[src/hw/vso_pkg.sv]
// constants, types and register map of the voltage setpoint and local overvoltage block
// assumes one 100 mhz clock; adc codes arrive on that clock, no synchronising needed
// How it works
// the active remote setpoint is the target that the remote sense difference is regulated to.
// the target rises by one fixed step (0.6 percent of nominal) per setpoint code.
// the remote setpoint comes out of reset at code a5, meaning 100 percent of nominal.
// a host write to the setpoint lands in a shadow copy and leaves the active value alone.
// setting the commit bit copies the shadow value into the active setpoint.
// the local limit is a 5-bit code in bits 7 to 3, 107.7 percent at zero, 1.21 percent a step.
// the trip threshold is (89 + code) / 128 of the 1.55 v adc full scale, as an adc code.
// the local sense is averaged over each 80 us period and that average is compared.
// with more than one sample selected, every one of the consecutive periods must be above.
// the 2-bit sample count field needs one, two, three or four periods above the threshold.
// the commit bit clears itself once the shadow value has been copied.
package vso_pkg;

  localparam int ADC_W = 12;
  localparam int FRAC_W = 7;
  localparam int CLK_MHZ = 100;
  localparam int PERIOD_US = 80;
  localparam int PERIOD_CYC = PERIOD_US * CLK_MHZ;
  localparam int CNT_W = 14;
  localparam int SUM_W = ADC_W + CNT_W;
  localparam int ADDR_W = 12;

  // register indices; byte address is four times the index
  localparam logic [9:0] IDX_SETPOINT = 10'h031;
  localparam logic [9:0] IDX_LIMIT = 10'h032;
  localparam logic [9:0] IDX_STATUS = 10'h040;
  localparam logic [9:0] IDX_MASK = 10'h041;
  localparam logic [9:0] IDX_ACTIVE = 10'h042;
  localparam logic [9:0] IDX_COMMIT = 10'h05d;

  localparam logic [7:0] SETPOINT_RST = 8'ha5;
  localparam logic [7:0] LIMIT_RST = 8'h00;
  localparam logic [1:0] MASK_RST = 2'h0;
  localparam logic [ADC_W:0] THR_BASE = 13'h059;

  localparam int LIM_CODE_LO = 3;
  localparam int LIM_CODE_HI = 7;
  localparam int LIM_CNT_HI = 1;
  localparam int COMMIT_BIT = 0;
  localparam int ST_TRIP = 0;
  localparam int ST_COMMIT = 1;
  localparam int STEP_SHIFT = ADC_W - 8;

  typedef struct packed {
    logic valid;
    logic [ADC_W-1:0] code;
  } vso_sample_type;

  typedef enum {
    APB_IDLE,
    APB_WAIT,
    APB_DONE
  } vso_apb_state_type;

  function automatic logic [ADDR_W-1:0] byte_addr(input logic [9:0] idx);
    byte_addr = {idx, 2'b00};
  endfunction

  // adc code of (89 + code) / 128 of full scale
  function automatic logic [ADC_W:0] limit_threshold(input logic [4:0] code);
    limit_threshold = (THR_BASE + {8'h00, code}) << (ADC_W - FRAC_W);
  endfunction

endpackage : vso_pkg

[src/hw/vso_avg.sv]
// running sum and sample count of the local sense over one averaging period
// assumes period_end is a one-cycle pulse from the owner's period timer
module vso_avg (
  // clock and reset
  input wire logic clock,
  input wire logic rst,
  input wire logic ce,
  // samples and period marker
  input vso_pkg::vso_sample_type sample,
  input wire logic period_end,
  // period totals
  output logic [vso_pkg::SUM_W-1:0] sum_q,
  output logic [vso_pkg::CNT_W-1:0] cnt_q,
  output logic done_q
);

  logic [vso_pkg::SUM_W-1:0] acc_q;
  logic [vso_pkg::CNT_W-1:0] num_q;
  logic [vso_pkg::SUM_W-1:0] add;

  assign add = sample.valid ? {{vso_pkg::CNT_W{1'b0}}, sample.code} : '0;

  // the sample of the closing cycle still belongs to the closing period
  always_ff @(posedge clock or posedge rst) begin
    if (rst) begin
      acc_q <= '0;
      num_q <= '0;
      sum_q <= '0;
      cnt_q <= '0;
    end else if (ce) begin
      if (period_end) begin
        sum_q <= acc_q + add;
        cnt_q <= num_q + {{(vso_pkg::CNT_W-1){1'b0}}, sample.valid};
        acc_q <= '0;
        num_q <= '0;
      end else begin
        acc_q <= acc_q + add;
        num_q <= num_q + {{(vso_pkg::CNT_W-1){1'b0}}, sample.valid};
      end
    end
  end

  always_ff @(posedge clock or posedge rst) begin
    if (rst) begin
      done_q <= 1'b0;
    end else if (ce) begin
      done_q <= period_end;
    end
  end

endmodule // vso_avg

[src/hw/vso_top.sv]
// apb register bank, setpoint commit and local overvoltage qualification
// assumes adc codes and apb run on clock; ce low freezes everything
module vso_top #(
  parameter int PERIOD_CYCLES = vso_pkg::PERIOD_CYC
) (
  // clock, reset, enable
  input wire logic clock,
  input wire logic rst,
  input wire logic ce,
  // apb slave
  input wire logic psel,
  input wire logic penable,
  input wire logic pwrite,
  input wire logic [vso_pkg::ADDR_W-1:0] paddr,
  input wire logic [31:0] pwdata,
  output logic pready_q,
  output logic [31:0] prdata_q,
  output logic pslverr_q,
  // sense codes
  input vso_pkg::vso_sample_type local_sense,
  input vso_pkg::vso_sample_type remote_sense_pos,
  input vso_pkg::vso_sample_type remote_sense_neg,
  // regulation and protection
  output logic [7:0] remote_target_q,
  output logic signed [vso_pkg::ADC_W+1:0] remote_error_q,
  output logic overvoltage_trip_q,
  output logic irq_q
);

  vso_pkg::vso_apb_state_type apb_q;
  logic [7:0] shadow_q;
  logic [7:0] limit_q;
  logic commit_q;
  logic [1:0] status_q;
  logic [1:0] status_d;
  logic [1:0] mask_q;
  logic [1:0] rd_clear_q;
  logic [vso_pkg::CNT_W-1:0] per_cnt_q;
  logic period_end;
  logic [vso_pkg::SUM_W-1:0] sum;
  logic [vso_pkg::CNT_W-1:0] cnt;
  logic done;
  logic [vso_pkg::ADC_W:0] thr;
  logic above;
  logic [1:0] runs_q;
  logic qualify;
  logic acc;
  logic wr;
  logic [9:0] idx;
  logic [1:0] events;

  assign idx = paddr[vso_pkg::ADDR_W-1:2];
  assign acc = (apb_q == vso_pkg::APB_DONE) && psel && penable;
  assign wr = acc && pwrite;

  // apb: answer in the second access cycle, writes act on the sampled edge
  always_ff @(posedge clock or posedge rst) begin
    if (rst) begin
      apb_q <= vso_pkg::APB_IDLE;
    end else if (ce) begin
      case (apb_q)
        vso_pkg::APB_IDLE: if (psel && !penable) apb_q <= vso_pkg::APB_WAIT;
        vso_pkg::APB_WAIT: if (psel && penable) apb_q <= vso_pkg::APB_DONE;
        vso_pkg::APB_DONE: apb_q <= vso_pkg::APB_IDLE;
        default: apb_q <= vso_pkg::APB_IDLE;
      endcase
    end
  end

  always_ff @(posedge clock or posedge rst) begin
    if (rst) begin
      pready_q <= 1'b0;
      prdata_q <= '0;
      pslverr_q <= 1'b0;
      rd_clear_q <= '0;
    end else if (ce) begin
      pready_q <= (apb_q == vso_pkg::APB_WAIT) && psel && penable;
      rd_clear_q <= '0;
      if ((apb_q == vso_pkg::APB_WAIT) && psel && penable) begin
        prdata_q <= '0;
        pslverr_q <= 1'b0;
        case (paddr)
          vso_pkg::byte_addr(vso_pkg::IDX_SETPOINT): prdata_q[7:0] <= shadow_q;
          vso_pkg::byte_addr(vso_pkg::IDX_LIMIT): prdata_q[7:0] <= limit_q;
          vso_pkg::byte_addr(vso_pkg::IDX_ACTIVE): prdata_q[7:0] <= remote_target_q;
          vso_pkg::byte_addr(vso_pkg::IDX_MASK): prdata_q[1:0] <= mask_q;
          vso_pkg::byte_addr(vso_pkg::IDX_COMMIT): prdata_q[vso_pkg::COMMIT_BIT] <= commit_q;
          vso_pkg::byte_addr(vso_pkg::IDX_STATUS): begin
            prdata_q[1:0] <= status_q;
            // only the bits returned are cleared, so a later event survives
            if (!pwrite) rd_clear_q <= status_q;
          end
          default: pslverr_q <= 1'b1;
        endcase
      end
    end
  end

  // setpoint shadow and commit
  always_ff @(posedge clock or posedge rst) begin
    if (rst) begin
      shadow_q <= vso_pkg::SETPOINT_RST;
    end else if (ce && wr && paddr == vso_pkg::byte_addr(vso_pkg::IDX_SETPOINT)) begin
      shadow_q <= pwdata[7:0];
    end
  end

  always_ff @(posedge clock or posedge rst) begin
    if (rst) begin
      commit_q <= 1'b0;
    end else if (ce) begin
      if (wr && paddr == vso_pkg::byte_addr(vso_pkg::IDX_COMMIT)
          && pwdata[vso_pkg::COMMIT_BIT]) begin
        commit_q <= 1'b1;
      end else if (commit_q) begin
        commit_q <= 1'b0;
      end
    end
  end

  always_ff @(posedge clock or posedge rst) begin
    if (rst) begin
      remote_target_q <= vso_pkg::SETPOINT_RST;
    end else if (ce && commit_q) begin
      remote_target_q <= shadow_q;
    end
  end

  // target in adc units: one code is one fixed step of the scale
  always_ff @(posedge clock or posedge rst) begin
    if (rst) begin
      remote_error_q <= '0;
    end else if (ce && remote_sense_pos.valid && remote_sense_neg.valid) begin
      remote_error_q <= $signed({2'b00, remote_sense_pos.code})
        - $signed({2'b00, remote_sense_neg.code})
        - $signed({2'b00, remote_target_q, {vso_pkg::STEP_SHIFT{1'b0}}});
    end
  end

  always_ff @(posedge clock or posedge rst) begin
    if (rst) begin
      limit_q <= vso_pkg::LIMIT_RST;
    end else if (ce && wr && paddr == vso_pkg::byte_addr(vso_pkg::IDX_LIMIT)) begin
      limit_q <= pwdata[7:0];
    end
  end

  always_ff @(posedge clock or posedge rst) begin
    if (rst) begin
      mask_q <= vso_pkg::MASK_RST;
    end else if (ce && wr && paddr == vso_pkg::byte_addr(vso_pkg::IDX_MASK)) begin
      mask_q <= pwdata[1:0];
    end
  end

  // averaging period timer
  always_ff @(posedge clock or posedge rst) begin
    if (rst) begin
      per_cnt_q <= '0;
    end else if (ce) begin
      per_cnt_q <= period_end ? '0 : per_cnt_q + 1'b1;
    end
  end

  assign period_end = (per_cnt_q == vso_pkg::CNT_W'(PERIOD_CYCLES - 1));

  vso_avg u_avg (
    .clock(clock),
    .rst(rst),
    .ce(ce),
    .sample(local_sense),
    .period_end(period_end),
    .sum_q(sum),
    .cnt_q(cnt),
    .done_q(done)
  );

  assign thr = vso_pkg::limit_threshold(limit_q[vso_pkg::LIM_CODE_HI:vso_pkg::LIM_CODE_LO]);
  // sum > thr * count avoids a divider; a period with no samples never trips
  assign above = (cnt != '0)
    && (sum > vso_pkg::SUM_W'(thr) * vso_pkg::SUM_W'(cnt));
  assign qualify = done && above && (runs_q >= limit_q[vso_pkg::LIM_CNT_HI:0]);

  // consecutive periods above the threshold, saturating at three
  always_ff @(posedge clock or posedge rst) begin
    if (rst) begin
      runs_q <= '0;
    end else if (ce && done) begin
      if (!above) begin
        runs_q <= '0;
      end else if (runs_q != 2'h3) begin
        runs_q <= runs_q + 1'b1;
      end
    end
  end

  always_ff @(posedge clock or posedge rst) begin
    if (rst) begin
      overvoltage_trip_q <= 1'b0;
    end else if (ce && done) begin
      overvoltage_trip_q <= qualify;
    end
  end

  // sticky events; a new event beats a read clear in the same cycle
  assign events[vso_pkg::ST_TRIP] = qualify && !overvoltage_trip_q;
  assign events[vso_pkg::ST_COMMIT] = commit_q;
  assign status_d = (status_q & ~rd_clear_q) | events;

  always_ff @(posedge clock or posedge rst) begin
    if (rst) begin
      status_q <= '0;
      irq_q <= 1'b0;
    end else if (ce) begin
      status_q <= status_d;
      irq_q <= |(status_d & mask_q);
    end
  end

  chk_commit_copy: assert property (@(posedge clock) disable iff (rst)
    ce && commit_q |=> remote_target_q == $past(shadow_q) && !commit_q)
    else $error("commit did not copy shadow or did not clear");

  chk_shadow_only: assert property (@(posedge clock) disable iff (rst)
    ce && !commit_q |=> remote_target_q == $past(remote_target_q))
    else $error("active setpoint moved without commit");

  chk_limit_threshold: assert property (@(posedge clock) disable iff (rst)
    thr == 13'hb20 + {3'h0, limit_q[7:3], 5'h00})
    else $error("threshold code wrong");

  chk_period_spacing: assert property (@(posedge clock) disable iff (rst || !ce)
    period_end |=> !period_end [*2])
    else $error("period ends too close");

  chk_below_resets: assert property (@(posedge clock) disable iff (rst)
    ce && done && !above |=> runs_q == 2'h0 && !overvoltage_trip_q)
    else $error("period below threshold did not reset qualification");

  chk_one_sample: assert property (@(posedge clock) disable iff (rst)
    ce && done && above && limit_q[1:0] == 2'h0 |=> overvoltage_trip_q)
    else $error("single sample did not trip");

  chk_four_needed: assert property (@(posedge clock) disable iff (rst)
    ce && done && limit_q[1:0] == 2'h3 && runs_q != 2'h3 |=> !overvoltage_trip_q)
    else $error("tripped before four periods");

  chk_error_target: assert property (@(posedge clock) disable iff (rst)
    ce && remote_sense_pos.valid && remote_sense_neg.valid && remote_sense_pos.code ==
    remote_sense_neg.code |=> remote_error_q == -$signed({2'b00, $past(remote_target_q), 4'h0}))
    else $error("remote error not against target");

  chk_pready_pulse: assert property (@(posedge clock) disable iff (rst || !ce)
    pready_q |=> !pready_q)
    else $error("pready held more than one cycle");

  chk_trip_event: assert property (@(posedge clock) disable iff (rst)
    ce && events[0] |=> status_q[0])
    else $error("trip event lost");

  chk_status_sticky: assert property (@(posedge clock) disable iff (rst)
    ce && status_q[0] && !rd_clear_q[0] |=> status_q[0])
    else $error("trip status dropped without a read");

  chk_irq_level: assert property (@(posedge clock) disable iff (rst)
    ce && !wr |=> irq_q == |(status_q & mask_q))
    else $error("irq does not follow masked status");

  chk_target_reset: assert property (@(posedge clock)
    rst |=> remote_target_q == vso_pkg::SETPOINT_RST)
    else $error("active setpoint not at default after reset");

  chk_shadow_write: assert property (@(posedge clock) disable iff (rst)
    ce && wr && paddr == vso_pkg::byte_addr(vso_pkg::IDX_SETPOINT) |=> shadow_q == $past(pwdata[7:0]))
    else $error("setpoint write did not reach shadow");

  chk_commit_set: assert property (@(posedge clock) disable iff (rst)
    ce && wr && paddr == vso_pkg::byte_addr(vso_pkg::IDX_COMMIT) && pwdata[0] |=> commit_q)
    else $error("commit write did not set commit");

  chk_limit_write: assert property (@(posedge clock) disable iff (rst)
    ce && wr && paddr == vso_pkg::byte_addr(vso_pkg::IDX_LIMIT) |=> limit_q == $past(pwdata[7:0]))
    else $error("limit write not stored");

  chk_trip_hold: assert property (@(posedge clock) disable iff (rst)
    !(ce && done) |=> $stable(overvoltage_trip_q))
    else $error("trip changed outside a period evaluation");

  chk_runs_count: assert property (@(posedge clock) disable iff (rst)
    ce && done && above && runs_q != 2'h3 |=> runs_q == $past(runs_q) + 2'h1)
    else $error("consecutive period count did not advance");

  chk_trip_two: assert property (@(posedge clock) disable iff (rst)
    ce && done && above && limit_q[1:0] == 2'h1 && runs_q == 2'h0 |=> !overvoltage_trip_q)
    else $error("tripped on first of two periods");

  cov_commit: cover property (@(posedge clock) disable iff (rst) commit_q ##1 !commit_q);
  cov_trip_four: cover property (@(posedge clock) disable iff (rst)
    qualify && limit_q[1:0] == 2'h3);
  cov_irq: cover property (@(posedge clock) disable iff (rst) !irq_q ##1 irq_q);
  cov_slverr: cover property (@(posedge clock) disable iff (rst) pready_q && pslverr_q);
  cov_status_clear: cover property (@(posedge clock) disable iff (rst) status_q[0] ##1 !status_q[0]);

endmodule // vso_top

[config.mk]
export PLATFORM = sky130hd
export DESIGN_NAME = vso_top
export DESIGN_NICKNAME = d
export VERILOG_FILES = /design/src/hw/vso_pkg.sv /design/src/hw/vso_avg.sv /design/src/hw/vso_top.sv
export SDC_FILE = /design/constraint.sdc
export NUM_CORES = 1
export LEC_CHECK = 0
export BUFFER_PORTS_ARGS = -buffer_cell sky130_fd_sc_hd__buf_2
export CELL_PAD_IN_SITES_DETAIL_PLACEMENT = 2
export CELL_PAD_IN_SITES_GLOBAL_PLACEMENT = 2
export CORE_UTILIZATION = 37
export DETAILED_ROUTE_END_ITERATION = 12
export GPL_TIMING_DRIVEN = 1
export PLACE_DENSITY_LB_ADDON = 0.1
export REMOVE_ABC_BUFFERS = 1
export SYNTH_ARGS = -nofsm -noshare
export SYNTH_HDL_FRONTEND = slang
export SYNTH_SLANG_ARGS = --single-unit
[constraint.sdc]
create_clock -name clock -period 8.1 [get_ports clock]
set_clock_uncertainty 0.1 [all_clocks]
set_input_delay 1.62 -clock clock [delete_from_list [all_inputs] [get_ports clock]]
set_output_delay 1.62 -clock clock [all_outputs]
set_load 0.02 [all_outputs]
==> out/qor_table.md, run 1 <==
| Step | Item | This run |
|---|---|---|
| status | Result of the run | finished clean |
| clock network | Later-pin clock latency in the skew report | 0.44 ns |
| die | X dimension of the die | 185 um |
| setup path | Crit path kind | reg -> reg |
| timing | Least-Margin Pin Slew | 1.05 ns |
| clock network | Number of buffers added by the clock tree synthesis step | 17 |
| setup path | Buf/Inv on CP | 6 |
| setup path | Most common cell type on the critical path | inv_1 |
| setup path | CP endpoint kind | flip-flop |
| finish | Signed area change from the synthesized netlist to the final layout | 12.5% |
| synthesis | Library cell occupying the most area in the post-synthesis netlist | dfrtp_1 |
| setup path | Critical Path Start | limit_q[5] |
| place | Area of placed instances | 0.0134 sq mm |
| timing | Final count of hold timing violations | 0 |
| die | Die boundary height | 185 um |
| synthesis | Synthesized area per cell | 9.30 sq um |
| finish | Diodes inserted | 0 |
| die | Area of the die | 0.0344 sq mm |
| drt | Drt initial violations | 301 |
| pwr | Highest ir drop seen on vdd | 0.148 mV |
| timing | Fraction of the cycle the final worst path needs | 0.912 |
| drt | Post-route antenna net violation count | 0 |
| synthesis | Netlist area before placement | 0.0124 sq mm |
| place | Routability Congestion | 0.780 |
| synthesis | Area contributors post-synth | dfrtp_1 30%, ha_1 11%, fa_1 10% |
| global routing | Global-route usage over all layers | 0.220 |
| drt | Total wire length | 35,900 um |
| finish | FILL cells | 3,698 |
| synthesis | Flip-flop and latch count after synthesis | 156 |
| drt | DR WL/cell | 19.0 um |
| timing | Aggregate negative setup slack | 0 ns |
| hold path | Worst hold start | remote_error_q[11] |
| clock network | CTS clk-pin slew, worst paths | 0.07 ns |
| setup path | Crit-path max cell delay | 0.86 ns |
| place | HPWL after detailed placement | 27,700 um |
| synthesis | Syn Inst Count | 1,337 |
| finish | Layout cell share with drive strength beyond 1 | 0.145 |
| clock network | CTS hold repair buffers | 0 |
| die | Cell row count | 66 |
| clock network | Total setup buffers inserted after CTS | 0 |
| clock network | CTS tree | done |
| synthesis | Share of async-settable or async-resettable flops after synthesis | 1.00 |
| clock network | Clk Tree Root Cell | clkbuf_16 |
| synthesis | Count of flip-flops with a built-in enable after synthesis | 0 |
| global routing | Residual overflow from global routing | 0 |
| setup path | Slowest cell on the critical path | nor3b_2 |
| synthesis | Cell with the most instances after synthesis | dfrtp_1 |
| timing | Worst relative slew slack | 0.295 |
| synthesis | Sequential cell area fraction in the yosys report | 0.315 |
| die | I/O pin count | 147 |
| timing | Final worst hold slack | 0.378 ns |
| synthesis | Flip-flop cell with the highest count after synthesis | dfrtp_1 |
| place | Port Buf Inserts | 98 |
| timing | Setup violators final | 0 |
| pwr | Power per Cell Area | 170 mW/mm^2 |
| die | Starting density of the core | 0.379 |
| finish | Net count, final | 1,693 |
| synthesis | Number of distinct library cells after synthesis | 79 |
| global routing | Largest net degree at the start of global routing | 95 |
| timing | Setup repair after global routing missed its margin | false |
| synthesis | Most common library cells after synthesis | 148 x dfrtp_1, 138 x inv_1, 129 x nand2_1 |
| setup path | Startpoint types | flip-flop |
| timing | Final min period | 7.39 ns |
| finish | Final core utilization | 0.427 |
| drt | Initial DRT Pass Iterations | 4 |
| setup path | Startpoint of the worst register-to-register path | limit_q[5] |
| pwr | Post-layout power | 0.00237 W |
| clock network | Num Clock Sinks | 156 |
| finish | Cell area after layout | 0.0140 sq mm |
| setup path | Kind of cell adding the most delay to the critical path | adder cells |
| setup path | Data arrival time of the worst path | 7.66 ns |
| drt | DRC Markers | 0 |
| drt | Via count | 9,913 |
| hold path | Path category of the worst min-delay check | reg -> reg |
| synthesis | Yosys Warn Count | 0 |
| setup path | Required @ worst endpoint | 8.37 ns |
| clock network | H-tree depth reported by CTS | 4 |
| timing | Final-report max-slew violation count | 0 |
| setup path | Critical path peak fanout | 14 |
| global routing | Antenna violations before repair | 1 |
| die | Area inside the core boundary | 0.0328 sq mm |
| drt | Ratio of routed vias to standard cells | 5.25 |
| job | Count of maximum capacitance violations | 0 |
| clock network | Post-cts repair resize count | 0 |
| global routing | Global-route wire length before repair | 58,700 um |
| pwr | Leakage power | 6.87 nW |
| clock network | Clock buffer depth | 2 |
| synthesis | Synth top area share | 0.298 |
| global routing | Via count of the first global-routing pass | 11,000 |
| timing | Max Clock Freq | 0.135 GHz |
[layout by cell type, fill, tap and decap left out, drive strengths merged, types with 24 or more instances in the layout]
master	count
dfrtp	148
inv	139
nand2	130
buf	113
o21ai	110
ha	109
fa	63
nor2	59
a21oi	55
and2	55
nor2b	49
xnor2	47
xor2	31
mux2	29
nand3	29
conb	24
[through the flow]
step / setup WS (ns) / cells
after floorplan: 1.22 / 1300
after global placement: 0.783 / 1855
after detailed placement: 0.632 / 1855
after CTS: 0.581 / 1887
after global routing: 0.154 / 1887
final: 0.712 / 1887
[area by class of cell]
cell class              instances  area (sq um)  share of cell area
repair buffers                113           603              0.0431
clock buffers                  22           474              0.0339
multi-input cells            1006          7760               0.555
well taps                     442           553              0.0395
inverters                     138           523              0.0374
flip-flops and latches        156          3910               0.280
clock inverters                10           163              0.0116
[per-layer routing]
layer,wire (um),vias up,share of wire,GRT usage
li1,-,4690,-,-
met1,15800,5053,0.44,0.272
met2,18600,139,0.52,0.397
met3,1070,29,0.030,0.0322
met4,413,2,0.012,0.0532
met5,13,-,0.00036,0
[path summary, 6_finish.rpt]
path	endpoint	slack (ns)	cells after the start
min	remote_error_q[11]	0.38	2
min reg2reg	remote_error_q[11]	0.38	2
max reg2reg	runs_q[1]	0.71	28
min in group asynchronous	per_cnt_q[7]	1.27	2
max	runs_q[1]	0.71	28
max in group asynchronous	u_avg.sum_q[13]	5.24	3
[kinds of logic after synthesis]
kind of cell               Yosys count  synth area share
buffers and inverters              198            0.0689
xor gates and xnor gates            78            0.0549
adders and majority gates          172             0.211
AOI/OAI and AO/OA                  285             0.147
DFF                                156             0.315
and+or+nand+nor                    415             0.175
muxes                               32            0.0287
other                                1          0.000301
[power by group]
group / switching, W / internal, W / total (W) / leakage [nW]
Combinational: 0.000330 / 0.000214 / 0.000544 / 4.50
Sequential: 0.0000826 / 0.000867 / 0.000949 / 2.06
Clock: 0.000339 / 0.000541 / 0.000880 / 0.307
[flip-flops by register name (all words and copies together), names as in the netlist, 2 cells and up]
name	cells
apb_q	2
limit_q	8
mask_q	2
per_cnt_q	14
prdata_q	8
rd_clear_q	2
remote_error_q	14
remote_target_q	8
runs_q	2
shadow_q	8
status_q	2
u_avg.acc_q	26
u_avg.cnt_q	14
u_avg.num_q	14
u_avg.sum_q	26
[worst reg2reg max path, delay by kind of cell (launching register included)]
kind / cells / cell delay [ns]
adders and majority gates: 6 / 2.47
and+or+nand+nor: 6 / 1.73
xor gates and xnor gates: 1 / 0.13
DFF: 1 / 0.43
AOI/OAI and AO/OA: 9 / 1.89
buffers and inverters: 6 / 0.56
(Power assumes the default switching activity.)
==> run 2, diff against run 1 <==
--- a/config.mk
+++ b/config.mk
@@ -8,10 +8,11 @@
 export BUFFER_PORTS_ARGS = -buffer_cell sky130_fd_sc_hd__buf_2
 export CELL_PAD_IN_SITES_DETAIL_PLACEMENT = 2
 export CELL_PAD_IN_SITES_GLOBAL_PLACEMENT = 2
+export CORE_MARGIN = 2
 export CORE_UTILIZATION = 37
 export DETAILED_ROUTE_END_ITERATION = 12
 export GPL_TIMING_DRIVEN = 1
-export PLACE_DENSITY_LB_ADDON = 0.1
+export PLACE_DENSITY = 0.86
 export REMOVE_ABC_BUFFERS = 1
 export SYNTH_ARGS = -nofsm -noshare
 export SYNTH_HDL_FRONTEND = slang
==> run 2 against run 1 <==
Sequential share of layout area grew 0.14 points. Core utilization fell by 0.84 points. Via count up 3.8%. Clock power is 7.2% lower. Worst hold slack worse by 0.0021 ns. Count of clock-buffer cells in the layout decreased by 2. Critical path depth is the same. Sequential power is 0.9% higher. Global-route usage increased by 0.82 points. Worst setup slack got worse by 0.076 ns. Maximum frequency shrank 1.0%. Die area rose by 2.2%.
==> out/qor_table.md, run 2 (synthesized netlist as in run 1, its figures left out) <==
| Step | Item | This run | vs previous |
|---|---|---|---|
| timing | Final count of hold timing violations | 0 | unchanged |
| clock network | Num Clock Sinks | 156 | unchanged |
| setup path | Crit-path max cell delay | 0.55 ns | -0.31 ns |
| timing | Aggregate negative setup slack | 0 ns | unchanged |
| pwr | Highest ir drop seen on vdd | 0.162 mV | +9.2% |
| global routing | Global-route usage over all layers | 0.228 | +0.00820 |
| finish | Layout cell share with drive strength beyond 1 | 0.142 | -0.00237 |
| setup path | Slowest cell on the critical path | fa_1 |  |
| setup path | CP endpoint kind | flip-flop |  |
| drt | Ratio of routed vias to standard cells | 5.43 | +3.4% |
| job | Count of maximum capacitance violations | 0 | unchanged |
| drt | DR WL/cell | 21.5 um | +13% |
| status | Result of the run | finished clean |  |
| pwr | Leakage power | 6.81 nW | -0.86% |
| die | Die boundary height | 187 um | +1.1% |
| setup path | R2R setup slack | 0.64 ns | -0.08 ns |
| finish | Net count, final | 1,690 | -0.18% |
| finish | Cell area after layout | 0.0139 sq mm | -0.48% |
| clock network | CTS tree | done |  |
| place | Port Buf Inserts | 98 | unchanged |
| place | Number of placed instances with taps included | 1,858 | +0.16% |
| setup path | Startpoint types | flip-flop |  |
| setup path | Required @ worst endpoint | 8.33 ns | -0.04 ns |
| setup path | Data arrival time of the worst path | 7.70 ns | +0.04 ns |
| timing | Fraction of the cycle the final worst path needs | 0.922 | +0.00942 |
| timing | Max Clock Freq | 0.134 GHz | -1.0% |
| timing | Least-Margin Pin Slew | 0.993 ns | -0.0596 ns |
| timing | Final-report max-slew violation count | 0 | unchanged |
| hold path | Path category of the worst min-delay check | reg -> reg |  |
| finish | Post-route non-filler standard cell count | 1,894 | +0.37% |
| die | Area inside the core boundary | 0.0333 sq mm | +1.5% |
| global routing | Global-route wire length before repair | 63,600 um | +8.4% |
| finish | Most frequent standard cell in the layout excluding fill and tap cells | dfrtp_1 |  |
| clock network | Clk Tree Root Cell | clkbuf_16 |  |
| pwr | Post-layout power | 0.00236 W | -0.46% |
| die | I/O pin count | 147 | unchanged |
| finish | Largest registers | u_avg.acc_q: 26 flops, u_avg.sum_q: 26 flops |  |
| timing | Worst relative slew slack | 0.338 | +0.0428 |
| drt | DRC Markers | 0 | unchanged |
| finish | FILL cells | 3,646 | -1.4% |
| drt | Total wire length | 40,700 um | +13% |
| die | Starting density of the core | 0.374 | -0.00566 |
| clock network | Post-cts repair resize count | 0 | unchanged |
| global routing | Largest net degree at the start of global routing | 84 | -12% |
| global routing | Antenna violations before repair | 5 | +4 |
| setup path | Crit path kind | reg -> reg |  |
| setup path | Worst reg-to-reg path cell count | 28 | unchanged |
| hold path | Worst hold start | per_cnt_q[13] |  |
| timing | Setup violators final | 0 | unchanged |
| place | Post-Place Setup Slack | 0.704 ns | +0.0729 ns |
| clock network | CTS hold repair buffers | 0 | unchanged |
| die | Area of the die | 0.0351 sq mm | +2.2% |
| clock network | Total setup buffers inserted after CTS | 0 | unchanged |
| die | X dimension of the die | 187 um | +1.1% |
| setup path | Capture instance of the worst register-to-register path | runs_q[1] |  |
| setup path | Startpoint of the worst register-to-register path | limit_q[3] |  |
| setup path | Most common cell type on the critical path | fa_1 |  |
| drt | Via count | 10,300 | +3.8% |
| drt | Drt initial violations | 584 | +94% |
| drt | Post-route antenna net violation count | 0 | unchanged |
| finish | Signed area change from the synthesized netlist to the final layout | 12.0% |  |
| die | Cell row count | 67 | +1.5% |
| clock network | Number of buffers added by the clock tree synthesis step | 17 | unchanged |
| global routing | Via count of the first global-routing pass | 11,800 | +7.3% |
| clock network | CTS clk-pin slew, worst paths | 0.06 ns | about the same |
| place | Routability Congestion | 0.839 | +7.6% |
| global routing | Residual overflow from global routing | 0 | unchanged |
| clock network | H-tree depth reported by CTS | 4 | unchanged |
| finish | Top library cells by usage in the layout, fill and taps aside | 148 x dfrtp_1, 137 x inv_1, 129 x nand2_1 |  |
| timing | Worst Slack Setup Final | 0.635 ns | -0.0763 ns |
| drt | Initial DRT Pass Iterations | 5 | +1 |
| timing | Setup repair after global routing missed its margin | false |  |
| timing | Final min period | 7.46 ns | +0.0763 ns |
| setup path | Critical path peak fanout | 14 | unchanged |
| pwr | Power per Cell Area | 170 mW/mm^2 | about the same |
| clock network | Clock buffer depth | 2 | unchanged |
| place | HPWL after detailed placement | 28,300 um | +2.0% |
| place | Area of placed instances | 0.0133 sq mm | -0.15% |
| hold path | Worst hold path depth | 1 | -1 |
| clock network | Later-pin clock latency in the skew report | 0.45 ns | about the same |
| hold path | Endpoint with the worst hold slack | per_cnt_q[13] |  |
-- run 2: cell count changes in the layout (fill, tap and decap cells not counted) --
cell        before  now
buf_4           15   12
bufinv_16        4    2
clkbuf_1         2    1
clkbuf_8         3    2
clkinv_2         2    3
clkinv_4         1    0
clkinvlp_4       2    6
diode_2          0    5
inv_6            2    1
nor3b_1          4    5
nor3b_2          1    0
-- run 2: per-stage QoR --
stage	hold slack [ns]	utilization
CTS	0.381	0.418
global placement	0.356	0.401
finish	0.376	0.418
detailed placement	0.368	0.401
global route	0.411	0.418
floorplan	0.340	-
-- run 2: where the power goes --
part	internal, W	switching (W)	total [W]
clock	0.000466	0.000352	0.000817
combinational	0.000216	0.000370	0.000586
sequential	0.000866	0.0000921	0.000958
-- run 2: final cells by class --
type                    count  area [sq um]  area share
clock buffers              20           457      0.0328
repair buffers            110           581      0.0417
flip-flops and latches    156          3910       0.281
multi-input cells        1006          7760       0.557
well taps                 448           561      0.0402
diodes                      5          12.5    0.000898
clock inverters            11           120     0.00862
inverters                 138           523      0.0376
-- run 2: how the worst max path moves through the flow --
stage / from / endpoint / slack [ns] / depth (start not counted)
6_report: limit_q[3] / runs_q[1] / 0.64 / 28
5_1_grt: limit_q[3] / runs_q[1] / 0.26 / 28
4_1_cts: limit_q[3] / runs_q[1] / 0.64 / 28
3_5_place_dp: limit_q[3] / runs_q[1] / 0.70 / 28
3_3_place_gp: limit_q[3] / runs_q[1] / 0.95 / 28
2_1_floorplan: limit_q[3] / runs_q[1] / 1.22 / 25
-- run 2: worst max-delay path: cells and delay by family, from the launching register on --
family                     cells  cell delay, ns
xor gates and xnor gates       2            0.32
DFF                            1            0.45
and+or+nand+nor                5            1.04
adders and majority gates      7            2.90
AOI/OAI and AO/OA             10            1.98
buffers and inverters          4            0.53
-- run 2: per-layer routing --
metal  part of all wire  global-route usage
met1               0.41               0.269
met2               0.54               0.425
met3              0.025              0.0281
met4              0.026              0.0803
met5                  0                   0
